--- config.mk ---
export PLATFORM = sky130hd
export DESIGN_NAME = spc_serial_port
export DESIGN_NICKNAME = d
export VERILOG_FILES = /design/src/logic/spc_pkg.sv /design/src/logic/spc_serial_port.sv
export SDC_FILE = /design/constraint.sdc
export NUM_CORES = 1
export LEC_CHECK = 0
export CORE_UTILIZATION = 39
export CTS_BUF_LIST = sky130_fd_sc_hd__clkbuf_8
export CTS_CLUSTER_SIZE = 24
export DETAILED_ROUTE_END_ITERATION = 10
export DONT_BUFFER_PORTS = 1
export PLACE_DENSITY = 0.53
export RECOVER_POWER = 25
export REMOVE_ABC_BUFFERS = 1
export SYNTH_ARGS = -nofsm -noshare
export SYNTH_HDL_FRONTEND = slang
export SYNTH_HIERARCHICAL = 1
export SYNTH_SLANG_ARGS = --single-unit
--- constraint.sdc ---
create_clock -name MCLK -period 4.9 [get_ports MCLK]
set_input_delay 0.245 -clock MCLK [delete_from_list [all_inputs] [get_ports MCLK]]
set_output_delay 0.245 -clock MCLK [all_outputs]
set_load 0.02 [all_outputs]
--- src/logic/spc_pkg.sv ---
package spc_pkg;
   localparam logic [7:0] SPC_ADDR_CTRL = 8'h98;
   localparam logic [7:0] SPC_ADDR_BUF = 8'h99;
   localparam logic [7:0] SPC_ADDR_PWR = 8'h87;
   localparam logic [7:0] SPC_UNMAPPED = 8'hff;
   localparam int SPC_B_SM0 = 7;
   localparam int SPC_B_SM1 = 6;
   localparam int SPC_B_SM2 = 5;
   localparam int SPC_B_REN = 4;
   localparam int SPC_B_TB8 = 3;
   localparam int SPC_B_RB8 = 2;
   localparam int SPC_B_TI = 1;
   localparam int SPC_B_RI = 0;
   localparam int SPC_B_BDBL = 7;
   localparam int SPC_B_FESEL = 6;
   localparam logic [1:0] SPC_MODE0 = 2'h0;
   localparam logic [1:0] SPC_MODE1 = 2'h1;
   localparam logic [1:0] SPC_MODE2 = 2'h2;
   localparam int SPC_CNT_W = 7;
   localparam logic [6:0] SPC_M0_DIV_SLOW = 7'h0c;
   localparam logic [6:0] SPC_M0_DIV_FAST = 7'h04;
   localparam logic [6:0] SPC_M2_DIV = 7'h40;
   localparam logic [6:0] SPC_TICKS_PER_BIT = 7'h20;
   localparam logic [3:0] SPC_BITS_8 = 4'h8;
   localparam logic [3:0] SPC_BITS_9 = 4'h9;
   localparam logic [3:0] SPC_BITS_M1 = 4'ha;
   localparam logic [3:0] SPC_BITS_M23 = 4'hb;
   localparam int SPC_FIFO_DEPTH = 8;

   typedef enum logic [3:0] {
      SPC_RX_IDLE = 4'h1,
      SPC_RX_START = 4'h2,
      SPC_RX_DATA = 4'h4,
      SPC_RX_STOP = 4'h8
   } spc_rx_e;

   typedef struct packed {
      logic [7:0] addr;
      logic wr;
      logic rd;
      logic [7:0] wdata;
   } spc_sfr_req_s;

   typedef struct packed {
      logic sm0, sm1, sm2, ren, tb8, rb8, ti, ri, fe;
      logic fe_sel, bdbl;
      logic [7:0] rx_buf;
      logic [7:0] rdata;
      logic tx_busy;
      logic [10:0] tx_sh;
      logic [3:0] tx_bits;
      logic [SPC_CNT_W-1:0] tx_cnt;
      spc_rx_e rx_st;
      logic [8:0] rx_sh;
      logic [3:0] rx_bits;
      logic [SPC_CNT_W-1:0] rx_cnt;
      logic rxd_q, txd_o, rxd_o, rxd_oe;
   } spc_state_s;
endpackage : spc_pkg

--- src/logic/spc_serial_port.sv ---
`timescale 1ns/1ps
module spc_fifo #(
   parameter int W = 8,
   parameter int D = 8
) (
   input wire logic clk,
   input wire logic rst,
   input wire logic in_valid,
   output logic in_ready,
   input wire logic [W-1:0] in_data,
   output logic out_valid,
   input wire logic out_ready,
   output logic [W-1:0] out_data
);
   localparam int AW = $clog2(D);
   typedef struct packed {
      logic [D-1:0][W-1:0] mem;
      logic [AW-1:0] wp, rp;
      logic [AW:0] cnt;
   } spc_fifo_s;
   spc_fifo_s q, n;
   logic push, pop;

   always_comb begin
      n = q;
      in_ready = q.cnt != (AW+1)'(D);
      out_valid = q.cnt != '0;
      out_data = q.mem[q.rp];
      push = in_valid && in_ready;
      pop = out_valid && out_ready;
      if (push) begin
         n.mem[q.wp] = in_data;
         n.wp = (q.wp == AW'(D-1)) ? '0 : q.wp + 1'b1;
      end
      if (pop) begin
         n.rp = (q.rp == AW'(D-1)) ? '0 : q.rp + 1'b1;
      end
      n.cnt = q.cnt + (AW+1)'(push) - (AW+1)'(pop);
   end

   always_ff @(posedge clk) begin
      if (rst) begin
         q <= '0;
      end else begin
         q <= n;
      end
   end
endmodule : spc_fifo

module spc_serial_port import spc_pkg::*; #(
   parameter int FIFO_DEPTH = SPC_FIFO_DEPTH
) (
   input wire logic MCLK,
   input wire logic SYS_RST,
   input wire spc_sfr_req_s SFR_REQ,
   output logic [7:0] SFR_RDATA,
   input wire logic BAUD_TICK,
   input wire logic RXD_I,
   output logic RXD_O,
   output logic RXD_OE,
   output logic TXD_O,
   output logic TX_READY
);
   spc_state_s q, n;
   logic ctl_wr, buf_wr, pwr_wr, m0, m1, m2, stp, accept;
   logic set_ti, set_ri, set_fe, sclk, f_valid, f_pop;
   logic [1:0] mode;
   logic [6:0] per;
   logic [3:0] nbits, ndata;
   logic [7:0] f_data, w;

   spc_fifo #(.W(8), .D(FIFO_DEPTH)) u_txq (
      .clk(MCLK),
      .rst(SYS_RST),
      .in_valid(buf_wr),
      .in_ready(TX_READY),
      .in_data(SFR_REQ.wdata),
      .out_valid(f_valid),
      .out_ready(f_pop),
      .out_data(f_data)
   );

   always_comb begin
      n = q;
      w = SFR_REQ.wdata;
      ctl_wr = SFR_REQ.wr && SFR_REQ.addr == SPC_ADDR_CTRL;
      buf_wr = SFR_REQ.wr && SFR_REQ.addr == SPC_ADDR_BUF;
      pwr_wr = SFR_REQ.wr && SFR_REQ.addr == SPC_ADDR_PWR;
      mode = {q.sm0, q.sm1};
      m0 = mode == SPC_MODE0;
      m1 = mode == SPC_MODE1;
      m2 = mode == SPC_MODE2;
      if (m0) begin
         per = q.sm2 ? SPC_M0_DIV_FAST : SPC_M0_DIV_SLOW;
      end else begin
         per = (m2 ? SPC_M2_DIV : SPC_TICKS_PER_BIT) >> q.bdbl;
      end
      stp = m0 || m2 || BAUD_TICK;
      nbits = m1 ? SPC_BITS_M1 : SPC_BITS_M23;
      ndata = (m0 || m1) ? SPC_BITS_8 : SPC_BITS_9;
      set_ti = 1'b0;
      set_ri = 1'b0;
      set_fe = 1'b0;
      f_pop = 1'b0;
      accept = 1'b0;
      if (pwr_wr) begin
         n.bdbl = w[SPC_B_BDBL];
         n.fe_sel = w[SPC_B_FESEL];
      end
      if (ctl_wr) begin
         if (q.fe_sel) begin
            n.fe = w[SPC_B_SM0];
         end else begin
            n.sm0 = w[SPC_B_SM0];
         end
         n.sm1 = w[SPC_B_SM1];
         n.sm2 = w[SPC_B_SM2];
         n.ren = w[SPC_B_REN];
         n.tb8 = w[SPC_B_TB8];
         n.rb8 = w[SPC_B_RB8];
         n.ti = w[SPC_B_TI];
         n.ri = w[SPC_B_RI];
      end
      // transmitter; mode 0 waits for an idle receiver on the shared pin
      if (!q.tx_busy) begin
         if (f_valid && !(m0 && q.rx_st != SPC_RX_IDLE)) begin
            f_pop = 1'b1;
            n.tx_busy = 1'b1;
            n.tx_cnt = '0;
            n.tx_bits = '0;
            if (m0) begin
               n.tx_sh = {3'h7, f_data};
            end else begin
               n.tx_sh = {1'b1, m1 | q.tb8, f_data, 1'b0};
            end
         end
      end else if (stp) begin
         if (q.tx_cnt == per - 7'h1) begin
            n.tx_cnt = '0;
            n.tx_sh = {1'b1, q.tx_sh[10:1]};
            n.tx_bits = q.tx_bits + 4'h1;
            if (m0 && q.tx_bits == SPC_BITS_8 - 4'h1) begin
               set_ti = 1'b1;
               n.tx_busy = 1'b0;
            end else if (!m0 && q.tx_bits == nbits - 4'h2) begin
               set_ti = 1'b1;
            end else if (!m0 && q.tx_bits == nbits - 4'h1) begin
               n.tx_busy = 1'b0;
            end
         end else begin
            n.tx_cnt = q.tx_cnt + 7'h1;
         end
      end
      // receiver
      case (q.rx_st)
         SPC_RX_IDLE: begin
            if (q.ren) begin
               if (m0) begin
                  if (!q.ri && !q.tx_busy && !f_valid) begin
                     n.rx_st = SPC_RX_DATA;
                     n.rx_cnt = '0;
                     n.rx_bits = '0;
                  end
               end else if (q.rxd_q && !RXD_I) begin
                  n.rx_st = SPC_RX_START;
                  n.rx_cnt = '0;
               end
            end
         end
         SPC_RX_START: begin
            if (stp) begin
               if (q.rx_cnt == (per >> 1) - 7'h1) begin
                  n.rx_st = RXD_I ? SPC_RX_IDLE : SPC_RX_DATA;
                  n.rx_cnt = '0;
                  n.rx_bits = '0;
               end else begin
                  n.rx_cnt = q.rx_cnt + 7'h1;
               end
            end
         end
         SPC_RX_DATA: begin
            if (stp) begin
               if (q.rx_cnt == per - 7'h1) begin
                  n.rx_cnt = '0;
                  n.rx_sh = {RXD_I, q.rx_sh[8:1]};
                  n.rx_bits = q.rx_bits + 4'h1;
                  if (q.rx_bits == ndata - 4'h1) begin
                     if (m0) begin
                        set_ri = 1'b1;
                        n.rx_buf = n.rx_sh[8:1];
                        n.rx_st = SPC_RX_IDLE;
                     end else begin
                        n.rx_st = SPC_RX_STOP;
                     end
                  end
               end else begin
                  n.rx_cnt = q.rx_cnt + 7'h1;
               end
            end
         end
         SPC_RX_STOP: begin
            if (stp) begin
               if (q.rx_cnt == per - 7'h1) begin
                  n.rx_st = SPC_RX_IDLE;
                  accept = !q.sm2 || (m1 ? RXD_I : q.rx_sh[8]);
                  if (accept) begin
                     set_ri = 1'b1;
                     n.rx_buf = m1 ? q.rx_sh[8:1] : q.rx_sh[7:0];
                     n.rb8 = m1 ? RXD_I : q.rx_sh[8];
                  end
                  set_fe = q.fe_sel && !RXD_I;
               end else begin
                  n.rx_cnt = q.rx_cnt + 7'h1;
               end
            end
         end
         default: n.rx_st = SPC_RX_IDLE;
      endcase
      // hardware set wins over a software clear in the same cycle
      n.ti = n.ti | set_ti;
      n.ri = n.ri | set_ri;
      n.fe = n.fe | set_fe;
      n.rxd_q = RXD_I;
      if (m0 && n.tx_busy) begin
         sclk = n.tx_cnt >= (per >> 1);
      end else if (m0 && n.rx_st == SPC_RX_DATA) begin
         sclk = n.rx_cnt >= (per >> 1);
      end else begin
         sclk = 1'b1;
      end
      n.txd_o = m0 ? sclk : (n.tx_busy ? n.tx_sh[0] : 1'b1);
      n.rxd_o = n.tx_sh[0];
      n.rxd_oe = m0 && n.tx_busy;
      if (SFR_REQ.rd) begin
         case (SFR_REQ.addr)
            SPC_ADDR_CTRL: n.rdata = {q.fe_sel ? q.fe : q.sm0, q.sm1,
               q.sm2, q.ren, q.tb8, q.rb8, q.ti, q.ri};
            SPC_ADDR_BUF: n.rdata = q.rx_buf;
            SPC_ADDR_PWR: n.rdata = {q.bdbl, q.fe_sel, 6'h00};
            default: n.rdata = SPC_UNMAPPED;
         endcase
      end
   end

   always_ff @(posedge MCLK) begin
      if (SYS_RST) begin
         q <= '0;
         q.rx_st <= SPC_RX_IDLE;
         q.rxd_q <= 1'b1;
         q.txd_o <= 1'b1;
         q.rxd_o <= 1'b1;
      end else begin
         q <= n;
      end
   end

   assign SFR_RDATA = q.rdata;
   assign TXD_O = q.txd_o;
   assign RXD_O = q.rxd_o;
   assign RXD_OE = q.rxd_oe;
endmodule : spc_serial_port

======== Word-level counts from Yosys, hierarchy flattened ========
Index checks and enable logic that the tools add are counted.
W data, S select, Z words.
operators by class
  magnitude comparators ................... 5
  shift operators ......................... 1
  reductions and logical operators ........ 38
  add/sub/neg operators ................... 13
  multiplexer cells ....................... 88
  eq/ne operators ......................... 35
  bitwise operators ....................... 5
operators by type and width
  kind                   number
  $mux W8                10
  $mux W23               3
  $bwmux W64             1
  $mux W7                9
  $mux W4                14
  $mux W1                33
  $mux W11               3
  $pmux W7 S4            1
  $bmux W8 S3            1
  $demux W8 S3           1
  $eq A8 B8 Y1 const B   3
  $mux W24               1
  $ne A2 B2 Y1 const B   12
  $pmux W8 S3            1
  $eq A7 B7 Y1           3
  $logic_and A1 B1 Y1    17
  $mux W17               1
  $mux W16               1
  $pmux W4 S4            1
  $pmux W8 S2            1
  $reduce_and A8 Y1      2
  $add A7 B1 Y7 const B  2
  $ge A7 B6 Y1           2
  $eq A4 B3 Y1 const B   3
  other kinds (35)       59
storage, ports and cells
  output and inout port bits .............. 12
  input bits .............................. 22
  word-level logic and storage cells ...... 222
  bits in registers ....................... 152

======== Longest topological paths before layout ========
  depth after elaboration ................. 14
  gate-level depth with buffers ........... 19
  gate-level depth less buffers ........... 18

======== Modules after synthesis ========
Netlist, hierarchy kept.
by module, submodules not included
  module           area an instance (µm²)  times used  cells each  seq. area each (µm²)
  spc_serial_port  4,798.4                 1           597         1,561.5
  spc_fifo         3,758.6                 1           328         1,481.4

======== Worst setup path after synthesis ========
No wires, ideal clock.
  kind .................................... flip-flop to flip-flop
  start ................................... register q, in the netlist mode[0]
  end ..................................... register q, in the netlist TXD_O
  slack ................................... 1.314 ns
  data arrival time ....................... 3.449 ns
  setup time .............................. 0.136 ns
  buffers on the path ..................... 1
  stages on the path, launching flop included .. 20
  required time ........................... 4.764 ns
  cell sequence ........................... dfxtp_1 buf_6 nor2b_1 ha_1 nor3b_1 a22o_1 o2111a_2 o21a_2 inv_2 o21ai_1 nand2_2 a31oi_1 a31oi_1 ha_1 o21a_1 o21a_1 o21ai_0 nand2b_1 a211oi_1 a41oi_1
RTL lines
  what                    RTL line                RTL
  start, declared         spc_serial_port.sv:64   spc_state_s q, n;
  start signal, assigned  spc_serial_port.sv:253  q <= n;

==> impl_metrics.env <==
export IMPL_finClkSkew_ns=0.0150
export IMPL_synth_seq_area_share=0.356
export IMPL_crit_arrival_ns=4.58
export IMPL_cp_startpoint="mode[1]"
export IMPL_wire_per_inst_um=17.8
export IMPL_final_area_sq_um=9180
export IMPL_setup_slack_ns=0.620
export IMPL_worst_pin_slew_ns=1.04
export IMPL_cts_sinks=152
export IMPL_powerDensity_nw_per_um2=320
export IMPL_tns_ns=0
export IMPL_clock_path_buffers=2
export IMPL_cts_made_buffers=17
export IMPL_synth_area_top_cells="dfxtp_1 (36%), mux2i_1 (13%), nand2b_1 (6.1%)"
export IMPL_first_pass_iters=5
export IMPL_hold_depth=3
export IMPL_yosys_cell_count_top_type="dfxtp_1"
export IMPL_hold_worst_slack_ns=0.0474
export IMPL_dpl_cell_area_sq_um=8580
export IMPL_fp_coreArea_sq_um=21300
export IMPL_fin_crit_sh=0.873
export IMPL_hold_viol_final=0
export IMPL_rsz0062_at_grt="no"
export IMPL_hold_class="in -> reg"
export IMPL_num_vias=6463
export IMPL_fill_cells=2106
export IMPL_initial_core_util=0.402
export IMPL_grt_max_degree=103
export IMPL_ys_top_cells_by_count="dfxtp_1 (152), mux2i_1 (109), nand2b_1 (83), nand2_1 (73), nor2_1 (71)"
export IMPL_dieWidth_um=150
export IMPL_grt_use_total=0.198
export IMPL_yosys_area_top_type="dfxtp_1"
export IMPL_outcome="finished, final reports clean"
export IMPL_ys_ff_latch=152
export IMPL_required_ns=5.20
export IMPL_num_antenna_cells=0
export IMPL_io_pins=34
export IMPL_power_frac_clock=0.370
export IMPL_reg2reg_from="mode[1]"
export IMPL_cp_cell_sequence="clkbuf_1, nor2_4, buf_4, inv_1, or3_1, a311oi_2, nand2_1, o21ai_2, nor3_1, o221a_2, ha_1, a21o_1, a2111oi_0, o211ai_1, a21oi_1, a41oi_1"
export IMPL_swShare=0.308
export IMPL_crit_type="reg -> reg"
export IMPL_antenna_found_initial=0
export IMPL_fin_crit_ns=4.28
export IMPL_synthFlopType="dfxtp_1"
export IMPL_drt_total_wl_um=21100
export IMPL_setup_viol=0
export IMPL_synth_distinct_cells=80
export IMPL_cap_violations=0
export IMPL_vdd_drop_max_mv=0.193
export IMPL_drive_gt1_frac=0.0895
export IMPL_r2r_end="TXD_O"
export IMPL_gr_total_overflow=0
export IMPL_startpoint_type="register"
export IMPL_grt_pass1_wl_um=34100
export IMPL_syn_inst=925
export IMPL_dieArea_sq_um=22500
export IMPL_p_leak_nw=3.76
export IMPL_slew_viol_final=0
export IMPL_drc_errors=0
export IMPL_fp_dieH_um=150
export IMPL_total_power_mw=2.93
export IMPL_p_seq_frac=0.470
export IMPL_drtAntennaViolNets=0
export IMPL_combPwrFrac=0.160
export IMPL_fmax_mhz=234
export IMPL_routed_via_density=5.48
export IMPL_min_delay_start="SFR_REQ[10]"
export IMPL_critPathBufInv=3
export IMPL_dp_slack_ns=0.872
export IMPL_p_int_mw=2.03
export IMPL_clk_pin_slew_worst_paths_ns=0.09
export IMPL_syn_avg_cell_area_sq_um=9.25
export IMPL_area_growth_syn_to_layout_pct=7.22
export IMPL_yosysTopAreaCellShare=0.356
export IMPL_hpwl_um=13600
export IMPL_instances_no_fill=1180
export IMPL_synthArstFlopShare=0
export IMPL_min_to="SFR_RDATA[6]"
export IMPL_cp_max_fo=19
export IMPL_cpMaxStageDelayCell="or3_1"
export IMPL_rows=53
export IMPL_cp_end_kind="register"
export IMPL_ff2ff_setup_slack_ns=0.62
export IMPL_cts_tree="done"
export IMPL_worstSkewPairLatency_ns=0.46
export IMPL_crit_family="compound AO/OA/AOI/OAI gates"
export IMPL_yosys_warnings=6
export IMPL_max_slew_margin_rel=0.306
export IMPL_critPathMaxStageDelay_ns=0.44
export IMPL_r2r_cells=16
export IMPL_grt_pass1_vias=6287
export IMPL_final_util=0.431
export IMPL_nNetsFinal=940
export IMPL_power_switching_mw=0.905
export IMPL_drt_initial_drc_count=442
export IMPL_place_inst=1134
export IMPL_synth_edf_count=0
export IMPL_syn_area_sq_um=8560
export IMPL_io_buffers=0
export IMPL_gp_routability_congestion=0.841
export IMPL_h_tree_depth=4
export IMPL_cts_root_buffer="clkbuf_8"
## layer usage
layer / global-route usage / up-vias / routed length, um
met2: 0.303 / 113 / 9490
met4: 0.0601 / 0 / 349
met3: 0.0473 / 22 / 814
met1: 0.273 / 3113 / 10400
li1: - / 3215 / -
met5: 0 / - / 0
## tightest hold or removal path: stages
cell and delay, ns:
o21ai_0 0.06, nand2_1 0.07, a311oi_1 0.08
## placed cells by master, fill, tap and decap left out, drive strengths merged, types with 12 or more instances in the layout
cell / netlist / routed
mux2i: 109 / 109
nand2b: 83 / 83
clkbuf: 33 / 19
dlygate4sd3: 0 / 12
nor2: 72 / 72
nor3: 15 / 15
inv: 23 / 32
a21oi: 57 / 57
dfxtp: 152 / 152
ha: 25 / 25
nand2: 74 / 74
o21ai: 33 / 33
mux4: 16 / 16
nand3: 28 / 28
## flip-flops by register name, summed over array words and instances, names as in the netlist
name and cells:
RXD_O 1, RXD_OE 1, SFR_RDATA 8, TXD_O 1
mode 2, q 65, u_txq/q 74
## worst max path at each step
stage | depth (start not counted) | slack [ns] | end
after CTS | 18 | 0.82 | TXD_O
after global placement | 18 | 0.99 | TXD_O
after global routing | 16 | 0.28 | TXD_O
after detailed placement | 18 | 0.87 | TXD_O
final | 16 | 0.62 | TXD_O
after floorplan | 14 | 0.69 | TXD_O
## timing repair
item,4_1_cts,5_1_grt
hold buffers,14,0
buffers inserted,0,0
gates resized for setup,0,0
endpoints found under the hold margin,103,0
## cell families after synthesis
logic type / Yosys count / share of synthesized area
and+or+nand+nor: 339 / 0.220
adders and majority gates: 26 / 0.0389
AOI/OAI and AO/OA: 159 / 0.125
buffers and inverters: 99 / 0.0566
muxes: 133 / 0.186
DFF: 152 / 0.356
xor gates and xnor gates: 17 / 0.0174
## power groups by stage
| stage | registers, mW | clock network, mW | logic, mW |
|---|---|---|---|
| global route | 1.39 | 1.18 | 0.525 |
| floorplan | 1.38 | 0 | 0.344 |
| global placement | 1.41 | 0 | 0.445 |
| CTS | 1.38 | 1.12 | 0.478 |
| detailed placement | 1.41 | 0 | 0.444 |
| finish | 1.38 | 1.09 | 0.469 |
## final cells by class
cell class                 instances  area (sq um)  share of cell area
multi-input combinational        674          5020               0.547
sequential                       152          3040               0.332
tap                              275           344              0.0375
clock buffer                      18           248              0.0270
timing repair buffer              24           239              0.0260
clock inverter                    14           199              0.0217
inverter                          23          86.3             0.00941
No activity file was read; power rests on OpenSTA's default activity.
